$ cat config.mk
export PLATFORM = sky130hd
export DESIGN_NAME = afe_serial_ready
export DESIGN_NICKNAME = d
export VERILOG_FILES = /design/src/afe_pkg.sv /design/src/afe_sync2.sv /design/src/afe_serial_ready.sv
export SDC_FILE = /design/constraint.sdc
export NUM_CORES = 1
export LEC_CHECK = 0
export BUFFER_PORTS_ARGS = -buffer_cell sky130_fd_sc_hd__buf_4
export CORE_ASPECT_RATIO = 0.6
export CORE_MARGIN = 5
export CORE_UTILIZATION = 59
export CTS_CLUSTER_SIZE = 25
export DETAILED_ROUTE_END_ITERATION = 6
export PLACE_DENSITY = 0.8
export SYNTH_ARGS = -nofsm -noshare
export SYNTH_HDL_FRONTEND = slang
export SYNTH_SLANG_ARGS = --single-unit
$ cat constraint.sdc
create_clock -name clk -period 2.95 [get_ports clk]
set_clock_uncertainty 0.05 [all_clocks]
set_input_delay 0.59 -clock clk [delete_from_list [all_inputs] [get_ports clk]]
set_output_delay 0.59 -clock clk [all_outputs]
set_load 0.03 [all_outputs]
$ cat src/afe_pkg.sv
/*
 Package for the serial port and ready strobe block: timing constants,
 field layouts, reset values and carrier structs.
 Assumes a single 25 MHz system clock stands in for the master clock.
*/
// Functional notes
// - Idle ready pin drives high if float select is 1, floats if 0.
// - One active-low ready pulse per finished conversion, fixed width.
// - Pulse lasts half a sample-rate period; repeats at output rate.
// - Ready pulse runs free of serial activity, never latched.
// - External clock select bypasses crystal; oscillator enable reflects it.
// - Chip select low frames a transaction; nothing moves while high.
// - Serial port ignores traffic while hard reset is low.
// - Inputs sampled on rising serial clock, outputs launched on falling.
// - Modes 0,0 and 1,1 accepted; host switches only with select high.
// - Serial clock is asynchronous to the master clock; synchronised.
// - Serial output floats except while servicing a read.
// - Half-duplex: never shifting in and driving out together.
// - Input after read command or with select high has no effect.
// - Hard reset low returns every register to default, stops clocks; here crystal_osc_enable and rate_cfg are left as they are.
// - Modulator clock is master clock over 1, 2, 4 or 8.
// - Sample-rate clock is modulator clock over four.
// - Output rate is sample rate over ratio 32..4096, default 256.
package afe_pkg;
   localparam int         CLK_HZ         = 25_000_000;
   localparam int         CMD_BITS       = 8;
   localparam int         CMD_RW_BIT     = 0;
   localparam logic [1:0] PRE_RESET      = 2'h0;
   localparam logic [2:0] OSR_RESET      = 3'h3;
   localparam int         OSR_MIN_LOG2   = 5;
   localparam int         DIV4_LOG2      = 2;
   localparam int         CNT_W          = 18;
   localparam logic       FLOAT_RESET    = 1'h0;
   localparam logic       EXTCLK_RESET   = 1'h0;

   typedef struct packed {
      logic [1:0] prescale;
      logic [2:0] decimation_ratio;
   } afe_rate_s;

   typedef struct packed {
      logic cs_n;
      logic sck;
      logic sdi;
   } afe_spi_in_s;

   typedef struct packed {
      logic sdo;
      logic sdo_oe;
   } afe_spi_out_s;

   typedef struct packed {
      logic       valid;
      logic       is_read;
      logic [7:0] cmd;
      logic [7:0] wdata;
   } afe_cmd_s;
endpackage

$ cat src/afe_sync2.sv
/*
 Two-flop synchroniser for inputs from outside the clock domain.
 Assumes the stage-one flop feeds only stage two.
*/
`timescale 1ns/1ps
module afe_sync2 #(
   parameter int W = 1
) (
   // Clock and reset
   input  wire logic         clk,
   input  wire logic         sys_rst,
   // Data
   input  wire logic [W-1:0] din,
   output logic      [W-1:0] dout
);
   logic [W-1:0] stage1;

   always_ff @(posedge clk) begin
      if (sys_rst) begin
         stage1 <= '0;
         dout   <= '0;
      end else begin
         stage1 <= din;
         dout   <= stage1;
      end
   end
endmodule // afe_sync2

$ cat src/afe_serial_ready.sv
/*
 Device side serial slave port and conversion ready strobe generator.
 Assumes serial pins and hard reset are asynchronous and oversampled by clk
 (serial clock must be well below clk/4 in this implementation).
*/
`timescale 1ns/1ps
module afe_serial_ready
   import afe_pkg::*;
(
   // Clock and reset
   input  wire logic              clk,
   input  wire logic              sys_rst,
   input  wire logic              hard_reset_n,
   // Serial pins
   input  wire afe_pkg::afe_spi_in_s spi_in,
   output afe_pkg::afe_spi_out_s  spi_out,
   input  wire logic [7:0]        read_data,
   output afe_pkg::afe_cmd_s      cmd_out,
   // Configuration
   input  wire afe_pkg::afe_rate_s rate_cfg,
   input  wire logic              ready_pin_float_select,
   input  wire logic              external_clock_select,
   // Ready pin and clock pins
   output logic                   conversion_ready_strobe_n,
   output logic                   ready_oe,
   output logic                   crystal_osc_enable,
   output logic                   sample_rate_tick
);
   import afe_pkg::*;

   ////////////////////////////////////////////////////////////////////////
   // Pin synchronisers
   // Flops clear to zero, so the synchronised hard reset holds the port idle first
   logic [3:0] raw_pins;
   logic [3:0] sync_pins;
   logic       cs_n_s, sck_s, sdi_s, rst_n_s;

   assign raw_pins = {hard_reset_n, spi_in.cs_n, spi_in.sck, spi_in.sdi};

   afe_sync2 #(.W(4)) u_sync (
      .clk     (clk),
      .sys_rst (sys_rst),
      .din     (raw_pins),
      .dout    (sync_pins)
   );
   assign {rst_n_s, cs_n_s, sck_s, sdi_s} = sync_pins;

   logic sck_d;
   logic port_rst;
   logic sck_rise, sck_fall;

   assign port_rst = sys_rst | ~rst_n_s | cs_n_s;

   always_ff @(posedge clk) begin
      if (sys_rst) sck_d <= 1'h0;
      else         sck_d <= sck_s;
   end
   // Mode 1,1 idles high: first falling edge before data is harmless
   assign sck_rise = sck_s & ~sck_d;
   assign sck_fall = ~sck_s & sck_d;

   ////////////////////////////////////////////////////////////////////////
   // Serial state machine
   typedef enum logic [2:0] {
      ST_CMD   = 3'b001,
      ST_WRITE = 3'b010,
      ST_READ  = 3'b100
   } afe_state_e;

   afe_state_e state;
   logic [2:0] bit_cnt;
   logic [7:0] shreg;
   logic [7:0] cmd_hold;
   logic [7:0] txreg;

   always_ff @(posedge clk) begin
      if (port_rst) begin
         state    <= ST_CMD;
         bit_cnt  <= 3'h0;
         shreg    <= 8'h00;
         cmd_hold <= 8'h00;
         cmd_out  <= '0;
      end else begin
         cmd_out.valid <= 1'h0;
         case (state)
            ST_CMD: if (sck_rise) begin
               shreg   <= {shreg[6:0], sdi_s};
               bit_cnt <= bit_cnt + 3'h1;
               if (bit_cnt == 3'h7) begin
                  cmd_hold      <= {shreg[6:0], sdi_s};
                  cmd_out.valid <= 1'h1;
                  cmd_out.cmd   <= {shreg[6:0], sdi_s};
                  cmd_out.wdata <= 8'h00;
                  cmd_out.is_read <= sdi_s;
                  state <= sdi_s ? ST_READ : ST_WRITE;
               end
            end
            ST_WRITE: if (sck_rise) begin
               shreg   <= {shreg[6:0], sdi_s};
               bit_cnt <= bit_cnt + 3'h1;
               if (bit_cnt == 3'h7) begin
                  cmd_out.valid   <= 1'h1;
                  cmd_out.is_read <= 1'h0;
                  cmd_out.cmd     <= cmd_hold;
                  cmd_out.wdata   <= {shreg[6:0], sdi_s};
               end
            end
            ST_READ: ; // Input ignored after a read command
            default: state <= ST_CMD;
         endcase
      end
   end

   // Output shifter, launched on falling edges only in read state
   // Loads on entry only; a second byte in the same read shifts out zeros
   always_ff @(posedge clk) begin
      if (port_rst) begin
         txreg   <= 8'h00;
         spi_out <= '0;
      end else if (state == ST_READ) begin
         spi_out.sdo_oe <= 1'h1;
         if (sck_fall) begin
            spi_out.sdo <= txreg[7];
            txreg       <= (txreg[6:0] == 7'h00 && spi_out.sdo_oe == 1'h0) ?
                           read_data : {txreg[6:0], 1'h0};
         end else if (!spi_out.sdo_oe) begin
            txreg <= read_data;
         end
      end else begin
         spi_out <= '0;
      end
   end

   ////////////////////////////////////////////////////////////////////////
   // Clock source and rate dividers
   always_ff @(posedge clk) begin
      if (sys_rst) crystal_osc_enable <= ~EXTCLK_RESET;
      else         crystal_osc_enable <= ~external_clock_select;
   end

   afe_rate_s  rate_q;
   logic [CNT_W-1:0] pre_cnt;
   logic [CNT_W-1:0] dec_cnt;
   logic [CNT_W-1:0] dm_period;
   logic [CNT_W-1:0] dr_period;
   logic             core_rst;

   assign core_rst  = sys_rst | ~rst_n_s;
   assign dm_period = CNT_W'(1) << (rate_cfg.prescale + DIV4_LOG2);
   assign dr_period = CNT_W'(1) << (rate_cfg.decimation_ratio + OSR_MIN_LOG2);

   always_ff @(posedge clk) begin
      if (core_rst || rate_q != rate_cfg) begin
         rate_q           <= rate_cfg;
         pre_cnt          <= '0;
         dec_cnt          <= '0;
         sample_rate_tick <= 1'h0;
      end else begin
         sample_rate_tick <= 1'h0;
         if (pre_cnt == dm_period - CNT_W'(1)) begin
            pre_cnt          <= '0;
            sample_rate_tick <= 1'h1;
            dec_cnt <= (dec_cnt == dr_period - CNT_W'(1)) ? '0 : dec_cnt + CNT_W'(1);
         end else begin
            pre_cnt <= pre_cnt + CNT_W'(1);
         end
      end
   end

   ////////////////////////////////////////////////////////////////////////
   // Ready strobe: low for the first half sample period of each frame
   always_ff @(posedge clk) begin
      if (core_rst) begin
         conversion_ready_strobe_n <= 1'h1;
         ready_oe                  <= FLOAT_RESET;
      end else begin
         // Free running, no tie to serial reads
         conversion_ready_strobe_n <= ~(dec_cnt == '0 && rate_q == rate_cfg &&
                                        pre_cnt < (dm_period >> 1));
         // Same rate gate as the strobe, so a rate change never drives a runt high
         ready_oe <= ready_pin_float_select |
                     (dec_cnt == '0 && rate_q == rate_cfg &&
                      pre_cnt < (dm_period >> 1));
      end
   end

   chk_ready_width: assert property (@(posedge clk) disable iff (core_rst)
      $fell(conversion_ready_strobe_n) && rate_q == rate_cfg |->
      ready_oe throughout (!conversion_ready_strobe_n [*2]))
      else $error("ready pulse too short");
   chk_sdo_float: assert property (@(posedge clk) disable iff (sys_rst)
      state != ST_READ |=> !spi_out.sdo_oe)
      else $error("sdo driven outside read");
   chk_cs_abort: assert property (@(posedge clk) disable iff (sys_rst)
      cs_n_s |=> state == ST_CMD && bit_cnt == 3'h0)
      else $error("select high did not abort");
   chk_reset_block: assert property (@(posedge clk) disable iff (sys_rst)
      !rst_n_s |=> !cmd_out.valid && !spi_out.sdo_oe)
      else $error("traffic during hard reset");
   chk_idle_high: assert property (@(posedge clk) disable iff (core_rst)
      ready_pin_float_select && $stable(ready_pin_float_select) |=> ready_oe)
      else $error("ready not driven");
   chk_osc_sel: assert property (@(posedge clk) disable iff (sys_rst)
      external_clock_select |=> !crystal_osc_enable)
      else $error("oscillator not disabled");
   chk_read_quiet: assert property (@(posedge clk) disable iff (sys_rst)
      state == ST_READ && !port_rst |=> !cmd_out.valid)
      else $error("input acted after read");
   chk_half_duplex: assert property (@(posedge clk) disable iff (sys_rst)
      spi_out.sdo_oe |-> state == ST_READ || $past(state) == ST_READ)
      else $error("half duplex broken");
   // Pin-level checks of the ready strobe, the hard reset hold and the sample tick
   chk_pulse_driven: assert property (@(posedge clk) disable iff (core_rst)
      !conversion_ready_strobe_n |-> ready_oe)
      else $error("ready pulse not driven");
   chk_float_idle: assert property (@(posedge clk) disable iff (core_rst)
      !$past(ready_pin_float_select) && conversion_ready_strobe_n |-> !ready_oe)
      else $error("idle ready pin not floating");
   chk_core_hold: assert property (@(posedge clk) disable iff (sys_rst)
      !rst_n_s |=> conversion_ready_strobe_n && !sample_rate_tick)
      else $error("ready strobe ran during hard reset");
   chk_tick_single: assert property (@(posedge clk) disable iff (core_rst)
      sample_rate_tick |=> !sample_rate_tick)
      else $error("sample tick longer than one cycle");
endmodule // afe_serial_ready

==> flow_summary_export.csv <==
group,metric,value,unit
grt,grt_first_pass_wirelength,16.0,mm
synth,yosysWarnings,0,
clock_network,root_buffer,"clkbuf_16",
timing,max_freq,438,MHz
power,totalPowerFinal,2.59,mW
grt,grt.total_usage,0.207,
worst_setup_path,critPathBufInv,0,
grt,antenna_found_initial,0,
worst_setup_path,cp-start-kind,"flop",
clock_network,cts_post_setup_buffers_inserted,0,
clock_network,cts_max_level,3,
worst_setup_path,slowest_stage,"o41ai_4",
drt,first_pass_iters,5,
synth,synth_edf_count,5,
worst_setup_path,cp_max_fo,16,
synth,synth_fa_ha_area_frac,0.0302,
cells_and_area,post-route-util,0.703,
timing,rsz0062_at_grt,"no",
worst_setup_path,timing.critical_path.from,"pre_cnt[7]",
clock_network,cts_num_sinks,103,
worst_setup_path,setup.worst_path.class,"reg -> reg",
power,power.density,500,nW/um2
worst_hold_path,hold_start,"external_clock_select",
placement,place_area,4920,um2
worst_setup_path,cpLargestDelayFamily,"simple AND/OR/NAND/NOR gates",
drt,drt.antenna.violating_nets,0,
drt,drt-total-wl,9.70,mm
clock_network,cts-hold-fix-buffers,0,
clock_network,cts_buffers,9,
cells_and_area,drive_gt1_frac,0.133,
drt,vias,3699,
synth,syn-cell-area,4560,um2
floorplan,die_h,78.1,um
worst_setup_path,end_kind,"flop",
synth,ys_seq_elements,103,
synth,synth_compound_area_frac,0.116,
clock_network,tritoncts,"done",
worst_setup_path,path_cells,"nor4_1 > and3_1 > nand3_4 > o41ai_4 > nor2_1",
worst_setup_path,cp.arrival,2.43,ns
floorplan,die-area,9640,um2
floorplan,core-area,7390,um2
timing,setup_ws,0.668,ns
clock_network,path_clk_slew,0.07,ns
drt,dr.first_iter.drc_count,351,
synth,ys_seq_area_frac,0.463,
timing,timing.final.crit_share,0.774,
synth,synthCells,520,
timing,finalSetupTns,0,ns
cells_and_area,area.growth.synth_to_final,13.9,%
floorplan,placementRows,24,
timing,layout_min_cycle_time,2.28,ns
timing,hold_violations,0,
worst_setup_path,reg2reg_from,"pre_cnt[7]",
floorplan,die_x,123,um
cells_and_area,final_cell_mix,"dfxtp_1, nor2_1, nand2_1",
cells_and_area,finalNetCount,584,
grt,grt_pass1_vias,3313,
floorplan,io_pins,45,
synth,synth_mux_area_frac,0.0242,
cells_and_area,final_common_cell,"dfxtp_1",
synth,synth_top_family_by_area,"simple AND/OR/NAND/NOR gates",
worst_setup_path,required,3.10,ns
timing,slew_viol_final,0,
timing,tightest_slew,1.05,ns
placement,port-buffer-count,44,
synth,ys_dominant_reg_cell,"dfxtp_1",
drt,viasPerCell,5.60,
worst_setup_path,cpPeakStageDelay,0.70,ns
timing,setup_viol,0,
clock_network,ctsLongestPathBuffers,2,
synth,synth-simple-area-share,0.247,
placement,post-place-ws,0.374,ns
timing,slew_headroom,0.301,
placement,gp_congestion,0.878,
cells_and_area,final_cell_area,5190,um2
floorplan,start_util,0.617,
synth,synth.distinct_cells,55,
drt,drc_errors,0,
synth,syn_area_per_cell,8.77,um2
synth,async_reset_ff_frac,0,
synth,synth_xor_area_frac,0.0788,
power,peakVddDrop,0.312,mV
grt,grt_max_degree,50,
grt,grt_overflow,0,
cells_and_area,insertedDiodeCount,0,
clock_network,post_cts_resized,0,
placement,place_hpwl,6.83,mm
clock_network,clock_latency,0.34,ns
drt,wl_per_cell,14.7,um
worst_hold_path,min_path_type,"in -> reg",
run_status,status,"complete, no violations",
flow_run,drv_cap,0,
power,power_leakage,1.85,nW
worst paths after layout:
kind                         to  slack [ns]  cells past startpoint
max                  dec_cnt[4]        0.67                      5
min          crystal_osc_enable        0.36                      2
max reg2reg          dec_cnt[4]        0.67                      5
min reg2reg      u_sync.dout[2]        0.39                      1
cell type report:
cell class              count  area [um2]
clock buffers              12         236
flip-flops and latches    103        2110
fillers                   603        2200
inverters                  11        41.3
multi-input cells         378        2270
repair buffers             49         368
clock inverters             4        31.3
well taps                 104         130
state kept, by name, summed over array words and instances (netlist names):
signal	count
cmd_out	18
dec_cnt	18
pre_cnt	18
cmd_hold	8
txreg	8
shreg	7
rate_q	5
u_sync.dout	4
u_sync.stage1	4
bit_cnt	3
state	3
spi_out	2
conversion_ready_strobe_n	1
crystal_osc_enable	1
ready_oe	1
sample_rate_tick	1
sck_d	1
report_power, final:
group,internal [mW],switching (mW),leakage [nW]
Clock,0.578,0.501,0.131
Combinational,0.0479,0.0519,0.873
Sequential,1.41,0.00468,0.844
Total,2.04,0.558,1.85
through the flow:
stage	hold WS [ns]	cells
after floorplan	0.364	522
final	0.360	661
after global placement	0.370	645
after CTS	0.351	661
after global routing	0.353	661
after detailed placement	0.386	645
Yosys cell counts (2+ instances only):
library cell,n,area share
a211oi_1,3,0.0049
a21oi_1,22,0.024
a22oi_1,11,0.018
a311oi_1,4,0.0077
a31oi_1,9,0.012
and3_1,7,0.0096
buf_2,9,0.0099
buf_6,2,0.0049
clkbuf_1,17,0.014
dfxtp_1,98,0.43
edfxtp_1,5,0.033
ha_1,11,0.030
inv_1,11,0.0091
mux2i_1,11,0.024
nand2_1,66,0.054
nand2b_1,9,0.012
nand3_1,14,0.015
nand4_1,8,0.011
nor2_1,83,0.068
nor2b_1,13,0.018
nor3_1,11,0.012
nor4_1,9,0.012
o21a_1,3,0.0049
o21ai_0,11,0.012
o22ai_1,2,0.0027
o31ai_1,2,0.0033
or4_1,2,0.0033
xnor2_1,24,0.046
xor2_1,17,0.033
per-layer routing:
metal	track usage	wire, um
met1	0.302	4740
met2	0.300	4230
met3	0.0560	590
met4	0.0619	133
met5	0	0
cell families (layout without fill, tap and decap cells):
kind of cell,after synthesis,count (layout)
and+or+nand+nor,235,235
DFF,103,103
adders and majority gates,11,11
muxes,11,11
buffers and inverters,41,76
xor gates and xnor gates,41,41
AOI/OAI and AO/OA,77,77
other,1,3
Note: power is estimated with default switching activity, not from simulation.
